<file path="config.mk">
export PLATFORM = sky130hd
export DESIGN_NAME = pcd_port_regs
export DESIGN_NICKNAME = d
export VERILOG_FILES = /design/src/rtl/pcd_pkg.sv /design/src/rtl/pcd_port_regs.sv /design/src/rtl/pcd_pin_sync.sv /design/src/rtl/pcd_port_drv.sv
export SDC_FILE = /design/constraint.sdc
export NUM_CORES = 1
export LEC_CHECK = 0
export ABC_AREA = 1
export BUFFER_PORTS_ARGS = -buffer_cell sky130_fd_sc_hd__buf_2
export CORE_ASPECT_RATIO = 0.9
export CORE_MARGIN = 5
export CORE_UTILIZATION = 52
export CTS_BUF_LIST = sky130_fd_sc_hd__clkbuf_2
export CTS_CLUSTER_DIAMETER = 100
export DETAILED_ROUTE_END_ITERATION = 12
export PLACE_DENSITY = 0.79
export REMOVE_ABC_BUFFERS = 1
export SKIP_LAST_GASP = 1
export SYNTH_ARGS = -nofsm -noshare
export SYNTH_HDL_FRONTEND = slang
export SYNTH_SLANG_ARGS = --single-unit
</file>
<file path="constraint.sdc">
create_clock -name REF_CLK -period 1.5 [get_ports REF_CLK]
set_input_delay 0.225 -clock REF_CLK [delete_from_list [all_inputs] [get_ports REF_CLK]]
set_output_delay 0.225 -clock REF_CLK [all_outputs]
set_load 0.02 [all_outputs]
</file>
<file path="src/rtl/pcd_pkg.sv">
// Purpose: shared constants and types for the port config and data block
// Assumes: four ports A..D, port D has three pins, 8-bit MCU data path
// Notes:   register address is {group[3:0], port[1:0]} on a 6-bit bus
package pcd_pkg;

   localparam int NPORT = 4;

   typedef logic [7:0]             pcd_byte_t;
   typedef logic [NPORT-1:0][7:0]  pcd_port4_t;
   typedef logic [2:0][7:0]        pcd_abc_t;
   typedef logic [1:0][7:0]        pcd_ab_t;

   // one MCU bus cycle, strobes last one clock
   typedef struct packed {
      logic       wr;
      logic       rd;
      logic [5:0] addr;
      pcd_byte_t  wdata;
   } pcd_mcu_req_t;

   // port index in the low address bits
   localparam logic [1:0] PIDX_A = 2'h0;
   localparam logic [1:0] PIDX_B = 2'h1;
   localparam logic [1:0] PIDX_C = 2'h2;
   localparam logic [1:0] PIDX_D = 2'h3;

   // register group in the high address bits
   localparam logic [3:0] GRP_DATA_IN   = 4'h0;
   localparam logic [3:0] GRP_DATA_OUT  = 4'h1;
   localparam logic [3:0] GRP_DIRECTION = 4'h2;
   localparam logic [3:0] GRP_DRIVE     = 4'h3;
   localparam logic [3:0] GRP_MODE      = 4'h4;
   localparam logic [3:0] GRP_OCELL     = 4'h5;
   localparam logic [3:0] GRP_OMASK     = 4'h6;
   localparam logic [3:0] GRP_ICELL     = 4'h7;
   localparam logic [3:0] GRP_ENOUT     = 4'h8;

   // values after reset
   localparam pcd_byte_t RST_CFG   = 8'h00;
   localparam pcd_byte_t RST_CELL  = 8'h00;
   localparam pcd_byte_t RST_RDATA = 8'h00;

   // pin feature maps
   localparam pcd_byte_t ALL_BITS    = 8'hFF;
   localparam pcd_byte_t NO_BITS     = 8'h00;
   localparam pcd_byte_t PORT_D_BITS = 8'h07;
   localparam pcd_byte_t OD_MASK_AB  = 8'hF0;
   localparam pcd_byte_t SLEW_MASK_AB = 8'h0F;

   // bits that exist in a given register of a given port
   function automatic pcd_byte_t impl_bits(input logic [3:0] grp,
                                           input logic [1:0] port);
      pcd_byte_t m;
      m = (port == PIDX_D) ? PORT_D_BITS : ALL_BITS;
      case (grp)
         GRP_DATA_IN, GRP_DATA_OUT, GRP_DIRECTION, GRP_DRIVE: ;
         GRP_MODE: begin
            if (port != PIDX_A && port != PIDX_B) m = NO_BITS;
         end
         GRP_OCELL, GRP_OMASK, GRP_ICELL, GRP_ENOUT: begin
            if (port == PIDX_D) m = NO_BITS;
         end
         default: m = NO_BITS;
      endcase
      return m;
   endfunction : impl_bits

endpackage : pcd_pkg

</file>
<file path="src/rtl/pcd_port_regs.sv">
// Purpose: configuration and data registers of ports A to D
// Assumes: MCU strobes are one REF_CLK wide and synchronous
// Notes:   read data appears one clock after the read strobe
//
// What this block does
// - mode bit zero general I/O, one address out
// - mode register exists on ports A and B only
// - direction one is output, reset is input
// - product term ored with direction on A-C
// - port D direction has three live bits
// - drive bit one gives open drain
// - drive bit one gives fast slew
// - drive bit map differs per port
// - data in reads the sampled pin levels
// - data out drives pins when output enabled
// - data out reads back the stored value
// - output cell reads flops, write loads them
// - mask bit one blocks MCU load, reset zero
// - input cells feed PLD and read back
// - enable out reads effective driver enables
// - bit index n controls pin n
// - mode, direction, drive reset to zero
// - plain bus cycles at fixed offsets
`timescale 1ns/1ps
module pcd_port_regs
   import pcd_pkg::*;
(
   input  wire logic          REF_CLK,
   input  wire logic          SRST,
   input  wire pcd_mcu_req_t  MCU_REQ,
   output pcd_byte_t          RDATA,
   output logic               RD_VALID,
   input  wire pcd_port4_t    PIN_IN,
   output pcd_port4_t         PIN_OUT,
   output pcd_port4_t         PIN_OE,
   output pcd_port4_t         PIN_FAST_SLEW,
   input  wire pcd_abc_t      PLD_OE,
   input  wire pcd_ab_t       ADDR_OUT,
   input  wire logic [2:0]    PLD_CELL_LOAD,
   input  wire pcd_abc_t      PLD_CELL_D,
   output pcd_abc_t           OUTPUT_CELL_Q,
   input  wire logic [2:0]    INPUT_CELL_LATCH,
   output pcd_abc_t           INPUT_CELL_Q
);
   import pcd_pkg::*;

   pcd_ab_t     mode;
   pcd_ab_t     next_mode;
   pcd_port4_t  dir;
   pcd_port4_t  next_dir;
   pcd_port4_t  drive;
   pcd_port4_t  next_drive;
   pcd_port4_t  dout;
   pcd_port4_t  next_dout;
   pcd_abc_t    ocell;
   pcd_abc_t    next_ocell;
   pcd_abc_t    omask;
   pcd_abc_t    next_omask;
   pcd_abc_t    icell;
   pcd_abc_t    next_icell;
   pcd_byte_t   rdata;
   pcd_byte_t   next_rdata;
   logic        rd_valid;
   logic        next_rd_valid;
   pcd_port4_t  pin_lvl;
   pcd_port4_t  eff_oe;
   logic [3:0]  acc_grp;
   logic [1:0]  acc_port;
   pcd_byte_t   acc_mask;

   // address split: group and port, no other decode needed
   assign acc_grp  = MCU_REQ.addr[5:2];
   assign acc_port = MCU_REQ.addr[1:0];
   assign acc_mask = impl_bits(acc_grp, acc_port);

   // pins cross into REF_CLK before anyone looks at them
   pcd_pin_sync u_sync (
      .clk   (REF_CLK),
      .srst  (SRST),
      .pin   (PIN_IN),
      .level (pin_lvl)
   );

   // one driver per port, bit n of each register steers pin n
   genvar p;
   generate
      for (p = 0; p < NPORT; p++) begin : g_port
         localparam logic [1:0] PI = 2'(p);
         localparam pcd_byte_t IMPL = impl_bits(GRP_DIRECTION, PI);
         localparam pcd_byte_t ODM =
            (p < 2) ? OD_MASK_AB : ((p == 2) ? ALL_BITS : NO_BITS);
         localparam pcd_byte_t SLM =
            (p < 2) ? SLEW_MASK_AB : ((p == 2) ? NO_BITS : PORT_D_BITS);
         pcd_byte_t pt_oe;
         pcd_byte_t md;
         pcd_byte_t ao;
         assign pt_oe = (p < 3) ? PLD_OE[(p < 3) ? p : 0] : NO_BITS;
         assign md = (p < 2) ? mode[(p < 2) ? p : 0] : NO_BITS;
         assign ao = (p < 2) ? ADDR_OUT[(p < 2) ? p : 0] : NO_BITS;
         pcd_port_drv #(
            .IMPL      (IMPL),
            .OD_MASK   (ODM),
            .SLEW_MASK (SLM),
            .USE_PT_OE (p < 3)
         ) u_drv (
            .dir       (dir[p]),
            .dout      (dout[p]),
            .mode      (md),
            .addr_out  (ao),
            .pt_oe     (pt_oe),
            .drive     (drive[p]),
            .eff_oe    (eff_oe[p]),
            .pin_out   (PIN_OUT[p]),
            .pin_oe    (PIN_OE[p]),
            .fast_slew (PIN_FAST_SLEW[p])
         );
      end
   endgenerate

   // config and data-out writes; absent bits never store
   always_comb begin
      next_mode  = mode;
      next_dir   = dir;
      next_drive = drive;
      next_dout  = dout;
      if (MCU_REQ.wr) begin
         case (acc_grp)
            GRP_MODE: begin
               if (acc_port == PIDX_A || acc_port == PIDX_B) begin
                  next_mode[acc_port[0]] = MCU_REQ.wdata;
               end
            end
            GRP_DIRECTION: begin
               next_dir[acc_port] = MCU_REQ.wdata & acc_mask;
            end
            GRP_DRIVE: begin
               next_drive[acc_port] = MCU_REQ.wdata & acc_mask;
            end
            GRP_DATA_OUT: begin
               next_dout[acc_port] = MCU_REQ.wdata & acc_mask;
            end
            default: ;
         endcase
      end
   end

   // everything comes up as input, general I/O, push-pull, slow
   always_ff @(posedge REF_CLK) begin
      if (SRST) begin
         mode  <= {2{RST_CFG}};
         dir   <= {NPORT{RST_CFG}};
         drive <= {NPORT{RST_CFG}};
         dout  <= {NPORT{RST_CFG}};
      end else begin
         mode  <= next_mode;
         dir   <= next_dir;
         drive <= next_drive;
         dout  <= next_dout;
      end
   end

   // macrocells: PLD load first, MCU write then overrides unmasked bits
   always_comb begin
      next_ocell = ocell;
      next_omask = omask;
      next_icell = icell;
      for (int c = 0; c < 3; c++) begin
         if (PLD_CELL_LOAD[c]) begin
            next_ocell[c] = PLD_CELL_D[c];
         end
         if (MCU_REQ.wr && acc_grp == GRP_OCELL && acc_port == c[1:0]) begin
            next_ocell[c] = (MCU_REQ.wdata & ~omask[c])
                          | (next_ocell[c] & omask[c]);
         end
         if (MCU_REQ.wr && acc_grp == GRP_OMASK && acc_port == c[1:0]) begin
            next_omask[c] = MCU_REQ.wdata;
         end
         // latch uses the filtered level, never a raw pin
         if (INPUT_CELL_LATCH[c]) begin
            next_icell[c] = pin_lvl[c];
         end
      end
   end

   always_ff @(posedge REF_CLK) begin
      if (SRST) begin
         ocell <= {3{RST_CELL}};
         omask <= {3{RST_CELL}};
         icell <= {3{RST_CELL}};
      end else begin
         ocell <= next_ocell;
         omask <= next_omask;
         icell <= next_icell;
      end
   end

   assign OUTPUT_CELL_Q = ocell;
   assign INPUT_CELL_Q  = icell;

   // read mux; unmapped groups and absent bits return zero
   always_comb begin
      next_rdata    = rdata;
      next_rd_valid = MCU_REQ.rd;
      if (MCU_REQ.rd) begin
         case (acc_grp)
            GRP_DATA_IN:   next_rdata = pin_lvl[acc_port];
            GRP_DATA_OUT:  next_rdata = dout[acc_port];
            GRP_DIRECTION: next_rdata = dir[acc_port];
            GRP_DRIVE:     next_rdata = drive[acc_port];
            GRP_MODE:      next_rdata = mode[acc_port[0]];
            GRP_OCELL:     next_rdata = ocell[acc_port[1] ? 2 : acc_port[0]];
            GRP_OMASK:     next_rdata = omask[acc_port[1] ? 2 : acc_port[0]];
            GRP_ICELL:     next_rdata = icell[acc_port[1] ? 2 : acc_port[0]];
            GRP_ENOUT:     next_rdata = eff_oe[acc_port];
            default:       next_rdata = NO_BITS;
         endcase
         next_rdata = next_rdata & acc_mask;
      end
   end

   // registered read port keeps data off a combinational path
   always_ff @(posedge REF_CLK) begin
      if (SRST) begin
         rdata    <= RST_RDATA;
         rd_valid <= 1'b0;
      end else begin
         rdata    <= next_rdata;
         rd_valid <= next_rd_valid;
      end
   end

   assign RDATA    = rdata;
   assign RD_VALID = rd_valid;
endmodule : pcd_port_regs

</file>
<file path="src/rtl/pcd_pin_sync.sv">
// Purpose: three-stage synchroniser for all port pins
// Assumes: pins are asynchronous to REF_CLK
// Notes:   a change is taken once stages two and three agree
`timescale 1ns/1ps
module pcd_pin_sync
   import pcd_pkg::*;
(
   input  wire logic        clk,
   input  wire logic        srst,
   input  wire pcd_port4_t  pin,
   output pcd_port4_t       level
);
   logic [31:0] s1;
   logic [31:0] s2;
   logic [31:0] s3;
   logic [31:0] q;
   logic [31:0] next_q;

   // per bit filter: only stages two and three are compared
   genvar i;
   generate
      for (i = 0; i < 32; i++) begin : g_bit
         always_comb begin
            next_q[i] = (s2[i] == s3[i]) ? s3[i] : q[i];
         end
      end
   endgenerate

   // plain shift, stage one feeds only stage two
   always_ff @(posedge clk) begin
      if (srst) begin
         s1 <= 32'h0000_0000;
         s2 <= 32'h0000_0000;
         s3 <= 32'h0000_0000;
         q  <= 32'h0000_0000;
      end else begin
         s1 <= pin;
         s2 <= s1;
         s3 <= s2;
         q  <= next_q;
      end
   end

   assign level = q;
endmodule : pcd_pin_sync

</file>
<file path="src/rtl/pcd_port_drv.sv">
// Purpose: pin driver control for one port
// Assumes: config registers are already masked to implemented bits
// Notes:   open drain releases the pin for a one, drives low for a zero
`timescale 1ns/1ps
module pcd_port_drv
   import pcd_pkg::*;
#(
   parameter pcd_byte_t IMPL      = 8'hFF,
   parameter pcd_byte_t OD_MASK   = 8'h00,
   parameter pcd_byte_t SLEW_MASK = 8'h00,
   parameter logic      USE_PT_OE = 1'b1
)(
   input  wire pcd_byte_t dir,
   input  wire pcd_byte_t dout,
   input  wire pcd_byte_t mode,
   input  wire pcd_byte_t addr_out,
   input  wire pcd_byte_t pt_oe,
   input  wire pcd_byte_t drive,
   output pcd_byte_t      eff_oe,
   output pcd_byte_t      pin_out,
   output pcd_byte_t      pin_oe,
   output pcd_byte_t      fast_slew
);
   pcd_byte_t src;
   pcd_byte_t od;

   // direction ored with the product term, where the port has one
   assign eff_oe = (dir | (USE_PT_OE ? pt_oe : NO_BITS)) & IMPL;
   // address out replaces the data register on a mode-one pin
   assign src = (mode & addr_out) | (~mode & dout);
   assign od  = drive & OD_MASK;
   // open drain: drive only the low level
   assign pin_oe  = eff_oe & ~(od & src);
   assign pin_out = src & ~od & IMPL;
   assign fast_slew = drive & SLEW_MASK;
endmodule : pcd_port_drv

</file>
==> run metrics <==
Final setup viols=120; largest net degree at the start of global routing=66; synth unique cells=35; CTS buffer count=81; Worst EP arrival=1990 ps; final antenna-violating net count=0; first-pass GRT wire length=88.06 mm; buffers added on ports=241; Total GRT Usage=35.68%; starting density of the core=52.87%; register area share after synthesis=44.97%; Rows=57; initial antenna violation count=3; Die X=184.7 microns; routed len/inst=19.53 microns; area grow syn2layout=44.49%; critical path launch point type=flip-flop; Area after DPL=0.01670 sq mm; dpl hpwl=35.88 mm; Yosys top cell by area=dfxtp_1; Root Buffer=clkbuf_2; failing checks=hold timing, setup timing; final worst-path cycle share=148.0%; drt total wl=59.90 mm; WHS=-24.06 ps; Mean Syn Cell Area=6.954 sq um; clk slew on worst S/H paths=140 ps; final hold violation count=1; Pwr Density=854.3 mW/mm^2; worst setup margin=-719.5 ps; CTS Buffer Depth=3; Ports=273; Cells after Synth=2055; RD Place Congestion=0.9822; post-synthesis instance area=0.01429 sq mm; drt via density=5.618; kind of critical path=reg -> out; vias in the first global route=16.87k; Iteration-0 DRC Markers=2277; Die ar.=0.03090 sq mm; TritonCTS clock tree=yes; min cycle time layout=2220 ps; class of the tightest hold or removal check=in -> reg; Residual DRC=0; drt first pass iters=10; unrepaired setup endpoints after global routing=true; top area cells in the synthesized netlist=dfxtp_1 45%, nand2_1 12%, nor2_1 7.6%, o21ai_0 7.3%, inv_1 6.4%; fin. max-slew vios=0; worst-path fanout max=2; Leak=9.816 nW; CP required=1270 ps; Setup crit end kind=primary output; Slew HR=57.48%; max_cap viols=0; maximum VDD drop=0.7101 mV; H-tree depth=3; Ys Warns=0; Nets=2776; post-synth top area share=44.97%; setup TNS=-23300 ps; chip height=167.3 microns; core region area=0.02703 sq mm; via count=17.24k; status=finished with violations; design area=0.02065 sq mm; Clk Latency, worst-skew pair=910 ps; Layout Skew=109.2 ps; FMAX=450.5 MHz; Worst Tran Pin Value=633.0 ps; Num Clock Sinks=321; share of cells above drive strength 1=33.75%; Finished Core Util=76.39%; GRT overflow=0; number of synthesized register bits=321
-- layout make-up --
cell class	instances	area (sq um)
Sequential cell	321	6658
Inverter	254	962.2
Multi-Input combinational cell	1366	6460
Antenna cell	3	7.507
Clock buffer	115	575.6
Tap cell	354	442.9
Timing Repair Buffer	632	5389
Clock inverter	23	152.6
Fill cell	1932	6382
-- worst paths after layout --
| check | startpoint | endpoint | slack [ps] | depth (start not counted) |
|---|---|---|---|---|
| min reg2reg | u_sync.s1[6] | u_sync.s2[6] | 390 | 2 |
| min | PLD_CELL_LOAD[0] | OUTPUT_CELL_Q[6] | -20 | 5 |
| max | g_port[1].md[5] | PIN_OE[13] | -720 | 4 |
| max reg2reg | OUTPUT_CELL_Q[23] | OUTPUT_CELL_Q[23] | -40 | 5 |
-- through the flow --
step	power [W]	instances	hold slack, ps	setup WS [ps]
6_report	0.01764	3068	-24.06	-719.5
5_1_grt	0.01823	3068	38.62	-723.5
4_1_cts	0.01732	3052	0.7144	-664.7
3_5_place_dp	0.01096	2696	391.6	-413.8
3_3_place_gp	0.01092	2696	388.6	-425.1
2_1_floorplan	0.009856	1941	294.1	-1319
-- state kept, by name, indices dropped and copies added, names as in the netlist --
signal,flops
dir,32
dout,32
drive,32
u_sync.level,32
u_sync.s1,32
u_sync.s2,32
u_sync.s3,32
INPUT_CELL_Q,24
OUTPUT_CELL_Q,24
omask,24
g_port.md,16
RDATA,8
RD_VALID,1
-- layer usage --
metal / vias up / part of all wire [%] / track usage [%]
li1: 7643 / - / -
met1: 7815 / 35 / 42.32
met2: 1397 / 46 / 59.24
met3: 382 / 12 / 8.200
met4: 0 / 6.7 / 20.52
met5: - / 0 / 0
-- power breakdown --
| group | switching (W) | internal [W] | total, W |
|---|---|---|---|
| Clock | 0.00373 | 0.00240 | 0.00613 |
| Sequential | 0.000151 | 0.00870 | 0.00885 |
| Combinational | 0.00150 | 0.00115 | 0.00266 |
-- synth_stat cells (all sizes together) --
cell,number
inv,250
a21oi,182
a31oi,14
buf,89
nor3,47
or2,1
bufbuf,1
a211oi,6
nor2,301
mux2i,17
nand2,485
o211ai,6
dfxtp,321
o21a,3
nand4,4
clkbuf,54
o21ai,219
conb,1
clkinv,4
nand3,50
-- what timing repair did --
| action | CTS | global route |
|---|---|---|
| gates resized for setup | 425 | 79 |
| endpoints found under the hold margin | 268 | 8 |
| cloned | 0 | 0 |
| buffers inserted | 108 | 22 |
| setup endpoints to repair | 122 | 137 |
| pin swaps | 24 | 29 |
| hold buffers | 110 | 9 |
-- kinds of logic (layout without fill, tap and decap cells) --
| logic type | count (synthesis) | in the layout | share of synthesized area [%] |
|---|---|---|---|
| AOI/OAI and AO/OA | 430 | 430 | 15.60 |
| DFF | 321 | 321 | 44.97 |
| buffers and inverters | 398 | 1024 | 12.64 |
| other | 1 | 34 | 0.02624 |
| muxes | 17 | 17 | 1.191 |
| and+or+nand+nor | 888 | 888 | 25.57 |
-- worst max-delay path, stage by stage, from the launching register on --
cell	delay, ps
dfxtp_4	390
mux2i_2	240
nor2_1	90
nor2_1	170
buf_4	180
-- cells in the final DEF, fill, tap and decap left out, types with 8 or more instances in the layout --
cell | synthesis | routed
mux2i_2 | 0 | 8
buf_12 | 0 | 23
o21ai_2 | 5 | 12
clkinv_1 | 3 | 20
nor2_1 | 288 | 266
inv_2 | 6 | 29
nor3_1 | 41 | 39
buf_6 | 8 | 103
o21ai_0 | 208 | 195
nand2_2 | 5 | 19
dfxtp_2 | 0 | 107
o21ai_1 | 6 | 11
mux2i_1 | 17 | 8
buf_4 | 52 | 282
nor2_2 | 2 | 14
dlygate4sd3_1 | 0 | 106
clkbuf_2 | 0 | 115
nand2_1 | 475 | 458
dfxtp_1 | 321 | 188
buf_2 | 25 | 118
nand2_4 | 5 | 8
conb_1 | 1 | 31
nor2_4 | 11 | 21
nand3_1 | 50 | 49
inv_1 | 244 | 219
a31oi_1 | 14 | 14
dfxtp_4 | 0 | 26
a21oi_1 | 181 | 173
a21oi_2 | 1 | 9
Note: power is estimated with default switching activity, not from simulation.
